==> config.mk <==
export PLATFORM = sky130hd
export DESIGN_NAME = tla_top
export DESIGN_NICKNAME = d
export VERILOG_FILES = /design/src/hdl/tla_pkg.sv /design/src/hdl/tla_top.sv /design/src/hdl/tla_sync.sv /design/src/hdl/tla_filter.sv
export SDC_FILE = /design/constraint.sdc
export NUM_CORES = 1
export LEC_CHECK = 0
export BUFFER_PORTS_ARGS = -buffer_cell sky130_fd_sc_hd__buf_2
export CORE_MARGIN = 1
export CORE_UTILIZATION = 35
export DETAILED_ROUTE_END_ITERATION = 7
export GPL_ROUTABILITY_DRIVEN = 0
export PLACE_DENSITY_LB_ADDON = 0.25
export REMOVE_ABC_BUFFERS = 1
export SYNTH_ARGS = -nofsm -noshare
export SYNTH_HDL_FRONTEND = slang
export SYNTH_SLANG_ARGS = --single-unit
==> constraint.sdc <==
create_clock -name mclk -period 8.4 [get_ports mclk]
set_clock_uncertainty 0.1 [all_clocks]
set_input_delay 0.84 -clock mclk [delete_from_list [all_inputs] [get_ports mclk]]
set_output_delay 0.84 -clock mclk [all_outputs]
set_load 0.02 [all_outputs]
==> src/hdl/tla_pkg.sv <==
package tla_pkg;

    // value widths
    localparam int LOC_W = 8;
    localparam int REM_W = 11;
    localparam int REM_FRAC = 3;
    localparam int REM_PAD = 5;
    localparam int CLS_W = 3;

    // default critical limit grid
    localparam logic [7:0] CRIT_BASE = 8'h4d;
    localparam logic [7:0] CRIT_STEP_CRIT = 8'h0a;
    localparam logic [7:0] CRIT_STEP_ALERT = 8'h02;
    localparam logic [2:0] CLASS_MAX = 3'h4;

    // fault queue and filter
    localparam logic [1:0] FQ_LEN = 2'h3;
    localparam logic FQ_RST = 1'b1;
    localparam logic [1:0] FILT_OFF = 2'h0;
    localparam logic [1:0] FILT_L1 = 2'h1;
    localparam logic [1:0] FILT_L2 = 2'h2;
    localparam logic [1:0] FILT_RST = 2'h0;
    localparam int FILT_DEPTH = 8;

    // status flag positions, busy sits below them
    localparam int NFLAG = 5;
    localparam int F_HI_L = 0;
    localparam int F_HI_R = 1;
    localparam int F_LO_R = 2;
    localparam int F_CR_L = 3;
    localparam int F_CR_R = 4;
    localparam int ST_BUSY = 0;
    localparam int DEC_WAIT = 3;

    typedef enum logic [1:0] {
        SEQ_IDLE = 2'b01,
        SEQ_CONV = 2'b10
    } tla_seq_type;

    function automatic logic [7:0] crit_default(input logic [2:0] cc, input logic [2:0] ac);
        logic [2:0] c;
        logic [2:0] a;
        c = (cc > CLASS_MAX) ? CLASS_MAX : cc;
        a = (ac > CLASS_MAX) ? CLASS_MAX : ac;
        return CRIT_BASE + {5'h00, c} * CRIT_STEP_CRIT + {5'h00, a} * CRIT_STEP_ALERT;
    endfunction

endpackage

==> src/hdl/tla_top.sv <==
`timescale 1ns/100ps
// How it works
// - after reset, pin resistor classes pick default critical limit, 77 to 125.
// - alert and critical pins are open drain, pulled low only when active.
// - each pin drives only when its enable bit is set.
// - fault queue on: three out-of-limit results in a row; off: one.
// - fault queue acts on remote only and is enabled after reset.
// - remote filter averages four samples at level one, eight at level two.
// - filtered remote value is stored and used for all remote comparisons.
// - filter off at reset; level zero clears history; works in all modes.
// - one-shot write starts one conversion in shutdown, ignored when continuous.
// - mode bit zero is interrupt mode, one is comparator mode.
// - alert asserts after a conversion above high or below low limit.
// - interrupt mode status read with a flag set sets alert suppress.
// - local and remote high flags set from their own result and limit.
// - remote low flag sets when remote result is below low limit.
// - interrupt mode status read clears flags; later conversions set again.
// - comparator mode releases alert when result back within limits.
// - comparator mode clears high and low flags when back within limits.
// - critical asserts above limit, releases below limit minus hysteresis.
// - suppress never masks critical; critical flags per channel, set again each conversion while critical.
// - comparator mode: critical flag clears only below hysteresis; no suppress.
// - shutdown aborts conversion, drops result, keeps flags and pins.
// - continuous mode converts back to back, busy high while converting.
// - local values are signed eight bit whole degrees.
// - remote values are signed eleven bit eighths, left justified in sixteen.
module tla_top #(
    parameter logic [1:0] FQ_LEN = tla_pkg::FQ_LEN
) (
    // clock and reset
    input  wire logic        mclk,
    input  wire logic        rst_n,
    // pullup resistor classes from the pin detector
    input  wire logic [2:0]  alert_res_cls,
    input  wire logic [2:0]  crit_res_cls,
    // open drain pins
    input  wire logic        alert_n_in,
    output logic             alert_n_out,
    output logic             alert_n_oe,
    input  wire logic        crit_n_in,
    output logic             crit_n_out,
    output logic             crit_n_oe,
    // converter
    output logic             adc_start,
    output logic             adc_abort,
    input  wire logic        adc_done,
    input  wire logic [7:0]  adc_local,
    input  wire logic [10:0] adc_remote,
    // configuration levels
    input  wire logic        shutdown,
    input  wire logic        comp_mode,
    input  wire logic        alert_en,
    input  wire logic        crit_en,
    input  wire logic [7:0]  hi_lim_local,
    input  wire logic [10:0] hi_lim_remote,
    input  wire logic [10:0] lo_lim_remote,
    input  wire logic [7:0]  crit_hyst,
    // write strobes
    input  wire logic        oneshot_wr,
    input  wire logic        supp_clr_wr,
    input  wire logic        fq_wr,
    input  wire logic        fq_wdata,
    input  wire logic        filt_wr,
    input  wire logic [1:0]  filt_wdata,
    input  wire logic        crit_wr_local,
    input  wire logic        crit_wr_remote,
    input  wire logic [7:0]  crit_wdata,
    // status and results
    input  wire logic        status_rd,
    output logic [5:0]       status,
    output logic             alert_suppress_bit,
    output logic [7:0]       temp_local,
    output logic [15:0]      temp_remote,
    output logic [7:0]       crit_lim_local,
    output logic [7:0]       crit_lim_remote,
    output logic             fq_en,
    output logic [1:0]       filt_level,
    output logic [1:0]       pin_low
);
    logic [1:0]              rst_s_q;
    logic                    rst_sn;
    logic [7:0]              sync_out;
    tla_pkg::tla_seq_type    seq_q;
    tla_pkg::tla_seq_type    seq_d;
    logic                    os_q;
    logic                    os_d;
    logic                    eoc;
    logic                    busy;
    logic [10:0]             r_filt;
    logic                    l_hi;
    logic                    l_cr;
    logic                    l_rel;
    logic                    r_hi;
    logic                    r_lo;
    logic                    r_cr;
    logic                    r_rel;
    logic [2:0]              q_hit;
    logic [1:0]              fq_cnt_q [3];
    logic [1:0]              fq_cnt_d [3];
    logic signed [9:0]       l_thr;
    logic signed [12:0]      r_thr;
    logic [4:0]              flag_q;
    logic [4:0]              flag_d;
    logic [4:0]              f_set;
    logic [4:0]              f_clr;
    logic                    cra_l_q;
    logic                    cra_l_d;
    logic                    cra_r_q;
    logic                    cra_r_d;
    logic                    supp_q;
    logic                    supp_d;
    logic                    alert_q;
    logic                    alert_d;
    logic                    crit_q;
    logic                    crit_d;
    logic                    fq_q;
    logic                    fq_d;
    logic [1:0]              filt_q;
    logic [1:0]              filt_d;
    logic [7:0]              crl_q;
    logic [7:0]              crl_d;
    logic [7:0]              crr_q;
    logic [7:0]              crr_d;
    logic                    dec_q;
    logic                    dec_d;
    logic [1:0]              dec_cnt_q;
    logic [1:0]              dec_cnt_d;
    logic [7:0]              tl_q;
    logic [7:0]              tl_d;
    logic [10:0]             tr_q;
    logic [10:0]             tr_d;

    function automatic logic [1:0] fq_next(input logic hit, input logic [1:0] c);
        return hit ? ((c == 2'h3) ? c : c + 2'h1) : 2'h0;
    endfunction

    always_ff @(posedge mclk or negedge rst_n) begin
        if (!rst_n) begin
            rst_s_q <= 2'h0;
        end else begin
            rst_s_q <= {rst_s_q[0], 1'b1};
        end
    end
    assign rst_sn = rst_s_q[1];

    tla_sync #(.W(8)) u_sync (
        .clk   (mclk),
        .rst_n (rst_sn),
        .din   ({crit_res_cls, alert_res_cls, crit_n_in, alert_n_in}),
        .dout  (sync_out)
    );

    tla_filter #(.W(tla_pkg::REM_W), .DEPTH(tla_pkg::FILT_DEPTH)) u_filt (
        .clk       (mclk),
        .rst_n     (rst_sn),
        .smp_valid (eoc),
        .smp       (adc_remote),
        .level     (filt_q),
        .clear     (filt_q == tla_pkg::FILT_OFF),
        .avg       (r_filt)
    );

    // conversion sequencer
    always_comb begin
        seq_d = seq_q;
        os_d = os_q;
        adc_start = 1'b0;
        adc_abort = 1'b0;
        eoc = 1'b0;
        case (seq_q)
            tla_pkg::SEQ_IDLE: begin
                if (!shutdown || oneshot_wr) begin
                    seq_d = tla_pkg::SEQ_CONV;
                    os_d = shutdown;
                    adc_start = 1'b1;
                end
            end
            tla_pkg::SEQ_CONV: begin
                if (shutdown && !os_q) begin
                    adc_abort = 1'b1;
                    seq_d = tla_pkg::SEQ_IDLE;
                end else if (adc_done) begin
                    eoc = 1'b1;
                    seq_d = tla_pkg::SEQ_IDLE;
                end
            end
            default: begin
                seq_d = tla_pkg::SEQ_IDLE;
            end
        endcase
    end
    assign busy = (seq_q == tla_pkg::SEQ_CONV);

    always_comb begin
        l_thr = $signed({{2{crl_q[7]}}, crl_q}) - $signed({2'b00, crit_hyst});
        r_thr = $signed({{2{crr_q[7]}}, crr_q, 3'b000}) - $signed({2'b00, crit_hyst, 3'b000});
        l_hi = $signed(adc_local) > $signed(hi_lim_local);
        l_cr = $signed(adc_local) > $signed(crl_q);
        l_rel = $signed({{2{adc_local[7]}}, adc_local}) < l_thr;
        r_hi = $signed(r_filt) > $signed(hi_lim_remote);
        r_lo = $signed(r_filt) < $signed(lo_lim_remote);
        r_cr = $signed(r_filt) > $signed({crr_q, 3'b000});
        r_rel = $signed({{2{r_filt[10]}}, r_filt}) < r_thr;
    end

    always_comb begin
        fq_cnt_d = fq_cnt_q;
        if (eoc) begin
            fq_cnt_d[0] = fq_next(r_hi, fq_cnt_q[0]);
            fq_cnt_d[1] = fq_next(r_lo, fq_cnt_q[1]);
            fq_cnt_d[2] = fq_next(r_cr, fq_cnt_q[2]);
        end
        q_hit[0] = r_hi && (!fq_q || fq_cnt_q[0] >= FQ_LEN - 2'h1);
        q_hit[1] = r_lo && (!fq_q || fq_cnt_q[1] >= FQ_LEN - 2'h1);
        q_hit[2] = r_cr && (!fq_q || fq_cnt_q[2] >= FQ_LEN - 2'h1);
    end

    // critical state with hysteresis, flags, suppress, pins
    always_comb begin
        cra_l_d = cra_l_q;
        cra_r_d = cra_r_q;
        if (eoc && l_cr) begin
            cra_l_d = 1'b1;
        end else if (eoc && l_rel) begin
            cra_l_d = 1'b0;
        end
        if (eoc && q_hit[2]) begin
            cra_r_d = 1'b1;
        end else if (eoc && r_rel) begin
            cra_r_d = 1'b0;
        end
        f_set = '0;
        f_set[tla_pkg::F_HI_L] = eoc && l_hi;
        f_set[tla_pkg::F_HI_R] = eoc && q_hit[0];
        f_set[tla_pkg::F_LO_R] = eoc && q_hit[1];
        f_set[tla_pkg::F_CR_L] = eoc && cra_l_d;
        f_set[tla_pkg::F_CR_R] = eoc && cra_r_d;
        // comparator clears at end of conversion
        f_clr = '0;
        f_clr[tla_pkg::F_HI_L] = !l_hi;
        f_clr[tla_pkg::F_HI_R] = !r_hi;
        f_clr[tla_pkg::F_LO_R] = !r_lo;
        f_clr[tla_pkg::F_CR_L] = !cra_l_d;
        f_clr[tla_pkg::F_CR_R] = !cra_r_d;
        f_clr = f_clr & {5{eoc && comp_mode}};
        // read clears; set wins over any clear
        for (int i = 0; i < tla_pkg::NFLAG; i++) begin
            if (f_set[i]) begin
                flag_d[i] = 1'b1;
            end else if (f_clr[i] || (status_rd && !comp_mode)) begin
                flag_d[i] = 1'b0;
            end else begin
                flag_d[i] = flag_q[i];
            end
        end
        // suppress on read in interrupt mode
        if (status_rd && !comp_mode && (|flag_q)) begin
            supp_d = 1'b1;
        end else if (supp_clr_wr) begin
            supp_d = 1'b0;
        end else begin
            supp_d = supp_q;
        end
        alert_d = alert_en && (|flag_q[2:0]) && (comp_mode || !supp_q);
        crit_d = crit_en && (cra_l_q || cra_r_q);
    end

    // configuration, limits, results
    always_comb begin
        fq_d = fq_wr ? fq_wdata : fq_q;
        filt_d = filt_wr ? filt_wdata : filt_q;
        crl_d = crl_q;
        crr_d = crr_q;
        dec_d = dec_q;
        dec_cnt_d = dec_cnt_q;
        if (!dec_q) begin
            dec_cnt_d = dec_cnt_q + 2'h1;
            if (dec_cnt_q == 2'(tla_pkg::DEC_WAIT)) begin
                dec_d = 1'b1;
                crl_d = tla_pkg::crit_default(sync_out[7:5], sync_out[4:2]);
                crr_d = tla_pkg::crit_default(sync_out[7:5], sync_out[4:2]);
            end
        end else begin
            if (crit_wr_local) begin
                crl_d = crit_wdata;
            end
            if (crit_wr_remote) begin
                crr_d = crit_wdata;
            end
        end
        tl_d = eoc ? adc_local : tl_q;
        tr_d = eoc ? r_filt : tr_q;
    end

    always_ff @(posedge mclk or negedge rst_sn) begin
        if (!rst_sn) begin
            seq_q <= tla_pkg::SEQ_IDLE;
            os_q <= 1'b0;
            fq_cnt_q <= '{2'h0, 2'h0, 2'h0};
            cra_l_q <= 1'b0;
            cra_r_q <= 1'b0;
            flag_q <= '0;
            supp_q <= 1'b0;
            alert_q <= 1'b0;
            crit_q <= 1'b0;
            fq_q <= tla_pkg::FQ_RST;
            filt_q <= tla_pkg::FILT_RST;
            crl_q <= tla_pkg::CRIT_BASE;
            crr_q <= tla_pkg::CRIT_BASE;
            dec_q <= 1'b0;
            dec_cnt_q <= 2'h0;
            tl_q <= 8'h00;
            tr_q <= 11'h000;
        end else begin
            seq_q <= seq_d;
            os_q <= os_d;
            fq_cnt_q <= fq_cnt_d;
            cra_l_q <= cra_l_d;
            cra_r_q <= cra_r_d;
            flag_q <= flag_d;
            supp_q <= supp_d;
            alert_q <= alert_d;
            crit_q <= crit_d;
            fq_q <= fq_d;
            filt_q <= filt_d;
            crl_q <= crl_d;
            crr_q <= crr_d;
            dec_q <= dec_d;
            dec_cnt_q <= dec_cnt_d;
            tl_q <= tl_d;
            tr_q <= tr_d;
        end
    end

    assign alert_n_out = 1'b0;
    assign alert_n_oe = alert_q;
    assign crit_n_out = 1'b0;
    assign crit_n_oe = crit_q;
    assign status = {flag_q, busy};
    assign alert_suppress_bit = supp_q;
    assign temp_local = tl_q;
    assign temp_remote = {tr_q, 5'h00};
    assign crit_lim_local = crl_q;
    assign crit_lim_remote = crr_q;
    assign fq_en = fq_q;
    assign filt_level = filt_q;
    assign pin_low = ~sync_out[1:0];
endmodule

==> src/hdl/tla_sync.sv <==
`timescale 1ns/100ps
module tla_sync #(
    parameter int W = 8
) (
    // clock and reset
    input  wire logic         clk,
    input  wire logic         rst_n,
    // levels
    input  wire logic [W-1:0] din,
    output logic      [W-1:0] dout
);
    logic [W-1:0] s1_q;
    logic [W-1:0] s2_q;

    always_ff @(posedge clk or negedge rst_n) begin
        if (!rst_n) begin
            s1_q <= '0;
            s2_q <= '0;
        end else begin
            s1_q <= din;
            s2_q <= s1_q;
        end
    end

    assign dout = s2_q;
endmodule

==> src/hdl/tla_filter.sv <==
`timescale 1ns/100ps
module tla_filter #(
    parameter int W = 11,
    parameter int DEPTH = 8
) (
    // clock and reset
    input  wire logic         clk,
    input  wire logic         rst_n,
    // samples
    input  wire logic         smp_valid,
    input  wire logic [W-1:0] smp,
    input  wire logic [1:0]   level,
    input  wire logic         clear,
    output logic      [W-1:0] avg
);
    logic [W-1:0] hist_q [DEPTH-1];
    logic [W-1:0] hist_d [DEPTH-1];
    logic         empty_q;
    logic         empty_d;
    logic signed [W+2:0] sum4;
    logic signed [W+2:0] sum8;
    logic signed [W+2:0] h;

    // empty history takes the sample itself so the first output is not dragged toward zero
    always_comb begin
        h = '0;
        sum4 = (W+3)'($signed(smp));
        sum8 = (W+3)'($signed(smp));
        for (int i = 0; i < DEPTH - 1; i++) begin
            h = empty_q ? (W+3)'($signed(smp)) : (W+3)'($signed(hist_q[i]));
            if (i < 3) begin
                sum4 = sum4 + h;
            end
            sum8 = sum8 + h;
        end
        if (level == tla_pkg::FILT_L2) begin
            avg = W'(sum8 >>> 3);
        end else if (level == tla_pkg::FILT_L1) begin
            avg = W'(sum4 >>> 2);
        end else begin
            avg = smp;
        end
    end

    always_comb begin
        hist_d = hist_q;
        empty_d = empty_q;
        if (clear) begin
            empty_d = 1'b1;
        end else if (smp_valid) begin
            empty_d = 1'b0;
            for (int i = DEPTH - 2; i > 0; i--) begin
                hist_d[i] = empty_q ? smp : hist_q[i-1];
            end
            hist_d[0] = smp;
        end
    end

    always_ff @(posedge clk or negedge rst_n) begin
        if (!rst_n) begin
            empty_q <= 1'b1;
            for (int i = 0; i < DEPTH - 1; i++) begin
                hist_q[i] <= '0;
            end
        end else begin
            empty_q <= empty_d;
            hist_q <= hist_d;
        end
    end
endmodule

==> Flow_metrics.wiki <==
{| class="wikitable"
! Metric !! Value
|-
| Summed area of non-filler cells in the final layout || 13200 um^2
|-
| Classification of the worst-slack hold path || in2async
|-
| Via count || 8689
|-
| Total congestion overflow || 0
|-
| Most area-hungry cell type in the Yosys netlist || dfrtp_1
|-
| Post-detailed-placement cell area || 12600 um^2
|-
| Sum of buffers and inverters on the critical path || 4
|-
| Clock net sink count || 156
|-
| Maximum number of pins on one net before global-route repair || 91
|-
| Total CTS buffers || 17
|-
| Drt drc || 0
|-
| Period Utilization, post-route || 0.928
|-
| Effective utilization at floorplan || 0.358
|-
| CTS Hold Bufs || 0
|-
| Clk pin slew, worst setup/hold paths || 0.08 ns
|-
| Result of the run || finished, final reports clean
|-
| Register bit total from synthesis || 156
|-
| Dominant cells by area after synthesis || dfrtp_1 32%, ha_1 13%, fa_1 11%
|-
| Critical-path cell with the highest stage delay || dfstp_2
|-
| Asr flop ratio synth || 1.00
|-
| Clock root cell || clkbuf_16
|-
| EDFF count, synth || 0
|-
| Worst-skew pair later-pin latency || 0.44 ns
|-
| Cell type group with the largest total delay on the critical path || compound AO/OA/AOI/OAI gates
|-
| Critical path capture point type || flop
|-
| Antenna Nets Post-Route || 0
|-
| Top FF cell, synth || dfrtp_1
|-
| Overall die width || 182 um
|-
| Area of the core region || 31800 um^2
|-
| Pre-antenna DRT Iters || 5
|-
| Time the final worst path needs with I/O delays and setup || 7.80 ns
|-
| Synthesis-to-finish area growth || 16.1%
|-
| Site row count || 65
|-
| First-iteration detailed-routing DRC count || 329
|-
| Number of top-level design ports || 148
|-
| Worst Path Max Fanout || 17
|-
| Max cap viols || 0
|-
| Slew Limit Fails || 0
|-
| Dpl cells || 1723
|-
| Maximum count of clock buffers along a single path || 2
|-
| Die Y || 182 um
|-
| Total global-route track usage || 0.172
|-
| Area enclosed by the die boundary || 33200 um^2
|-
| Highest attainable clock frequency || 128 MHz
|-
| Share of cells above drive strength 1 || 0.198
|-
| Synth Cell Area || 11400 um^2
|-
| Critical setup path kind || reg2reg
|-
| Top cells by count, synth || 145 x dfrtp_1, 128 x inv_1, 116 x ha_1
|-
| # setup viols final || 0
|-
| Routed length per instance || 15.5 um
|-
| Detail-routed via count per cell || 4.95
|-
| Critical Path Most Common Cell || a21oi_1
|-
| Fraction of post-synthesis cell area in the top cell type by area || 0.319
|-
| Number of antenna violations at the first check in global routing || 2
|-
| Warning count from the yosys run || 0
|-
| Unique masters post-synth || 67
|-
| Fin nets || 1574
|-
| Wire length of the first global-routing pass || 44900 um
|-
| Final number of hold-violating endpoints || 0
|-
| Critical path arrival || 8.06 ns
|-
| DPL Wire Length || 21200 um
|-
| Fill cell count || 3139
|-
| Count of non-filler cells in the finished layout || 1757
|-
| Max incr delay on CP || 0.61 ns
|-
| Worst rel slew slack || 0.402
|-
| Unrepaired setup endpoints after global routing || false
|-
| Vias in the first global route || 8774
|-
| Most repeated cell in the gate-level netlist after synthesis || dfrtp_1
|-
| Total wire length || 27300 um
|-
| Kind of start point of the critical path || flop
|-
| Instance count of the mapped netlist || 1171
|-
| Maximum level of the CTS H-tree || 4
|-
| Endpoint required time on the critical path || 8.67 ns
|-
| Slew @ Worst Pin || 0.896 ns
|-
| Mean post-synth cell area || 9.72 um^2
|-
| Clock tree from TritonCTS || built
|-
| Setup TNS || 0 ns
|-
| Sequential fraction of the synthesis area || 0.344
|-
| Quantity of I/O buffers inserted on ports || 140
|}
-- what timing repair did --
| action | 4_1_cts | 5_1_grt |
|---|---|---|
| setup endpoints to repair | 0 | 6 |
| buffers inserted | 0 | 1 |
| gates resized for setup | 0 | 6 |
-- area by class of cell --
class,instances,area [um^2],share of cell area
tap,435,544,0.0412
clock buffer,17,425,0.0322
multi-input combinational,847,6830,0.517
clock inverter,15,169,0.0128
antenna,1,2.50,0.000189
timing repair buffer,157,841,0.0636
inverter,129,484,0.0366
sequential,156,3920,0.297
-- worst reg2reg max path: cells and delay by family, from the launching register on --
family | cells | cell delay (ns)
buffers and inverters | 4 | 0.62
AND/OR/NAND/NOR | 5 | 0.98
AO/OA/AOI/OAI | 14 | 2.63
XOR/XNOR | 2 | 0.32
adder cells (fa/ha/maj) | 6 | 2.48
flip-flops | 1 | 0.61
-- flip-flops by register name, summed over array words and instances (netlist names), 2 cells and up --
| name | count |
|---|---|
| crit_lim_remote | 8 |
| rst_s_q | 2 |
| u_sync.s1_q | 8 |
| flag_q | 5 |
| u_filt.hist_q | 77 |
| temp_local | 8 |
| u_sync.dout | 8 |
| dec_cnt_q | 2 |
| fq_cnt_q | 6 |
| crit_lim_local | 8 |
| tr_q | 11 |
| filt_level | 2 |
| seq_q | 2 |
-- per-layer routing --
| layer | share of wire | GRT usage | wire [um] | vias to the layer above |
|---|---|---|---|---|
| li1 | - | - | - | 4292 |
| met1 | 0.45 | 0.218 | 12300 | 4194 |
| met2 | 0.48 | 0.291 | 13200 | 183 |
| met4 | 0.0071 | 0.0353 | 194 | 2 |
| met5 | 0.00044 | 0 | 12 | - |
| met3 | 0.060 | 0.0505 | 1630 | 18 |
-- kinds of logic after synthesis --
kind of cell | Yosys count | synth area share
AOI/OAI and AO/OA | 312 | 0.177
xor gates and xnor gates | 34 | 0.0262
muxes | 53 | 0.0514
and+or+nand+nor | 263 | 0.106
buffers and inverters | 174 | 0.0603
DFF | 156 | 0.344
other | 2 | 0.000660
adders and majority gates | 177 | 0.234
-- cell usage in the layout, fill, tap and decap left out, types with 4 or more instances in the layout --
cell type	netlist	layout
nor2b_1	23	23
o31ai_1	5	5
inv_1	128	128
xnor2_1	23	23
a21o_1	55	55
mux2_2	44	44
nor3_1	18	18
a21boi_0	4	4
dfstp_2	11	11
nand2b_1	13	13
a22oi_1	5	5
mux2i_1	9	9
conb_1	2	8
o21a_1	24	24
fa_1	60	60
o211ai_1	6	6
dfrtp_1	145	144
o221ai_1	5	5
o21bai_1	4	4
xor2_1	11	11
a21oi_1	82	82
buf_4	8	16
inv_6	0	5
a31oi_1	5	5
clkbuf_16	0	17
nand4_1	6	6
o21ai_0	77	77
ha_1	116	116
nand2_1	113	113
o22ai_1	11	11
inv_8	0	5
buf_2	3	140
nor2_1	55	51
a211oi_1	4	4
nand3_1	13	13
and2_1	4	4
-- per-stage QoR --
step                hold slack, ns  utilization  worst slack [ns]
floorplan                    0.231            -            -0.180
global placement             0.237        0.396             0.368
detailed placement           0.236        0.396             0.215
CTS                         0.0459        0.415             0.362
global route                0.0412        0.416             0.105
finish                      0.0690        0.416             0.602
-- worst paths after layout --
path	slack, ns	end	cells after the start	start
max	0.60	fq_cnt_q[3]	31	u_filt.empty_q
min	0.07	rst_s_q[1]	1	rst_n
max reg2reg	0.60	fq_cnt_q[3]	31	u_filt.empty_q
min reg2reg	0.25	u_sync.dout[2]	0	u_sync.s1_q[2]
max in group asynchronous	6.08	u_filt.hist_q[59]	2	rst_s_q[1]
min in group mclk	0.25	u_sync.dout[2]	0	u_sync.s1_q[2]
Power is not shown: default switching activity piles up to over one toggle a cycle in this logic, so the estimate is an artifact.
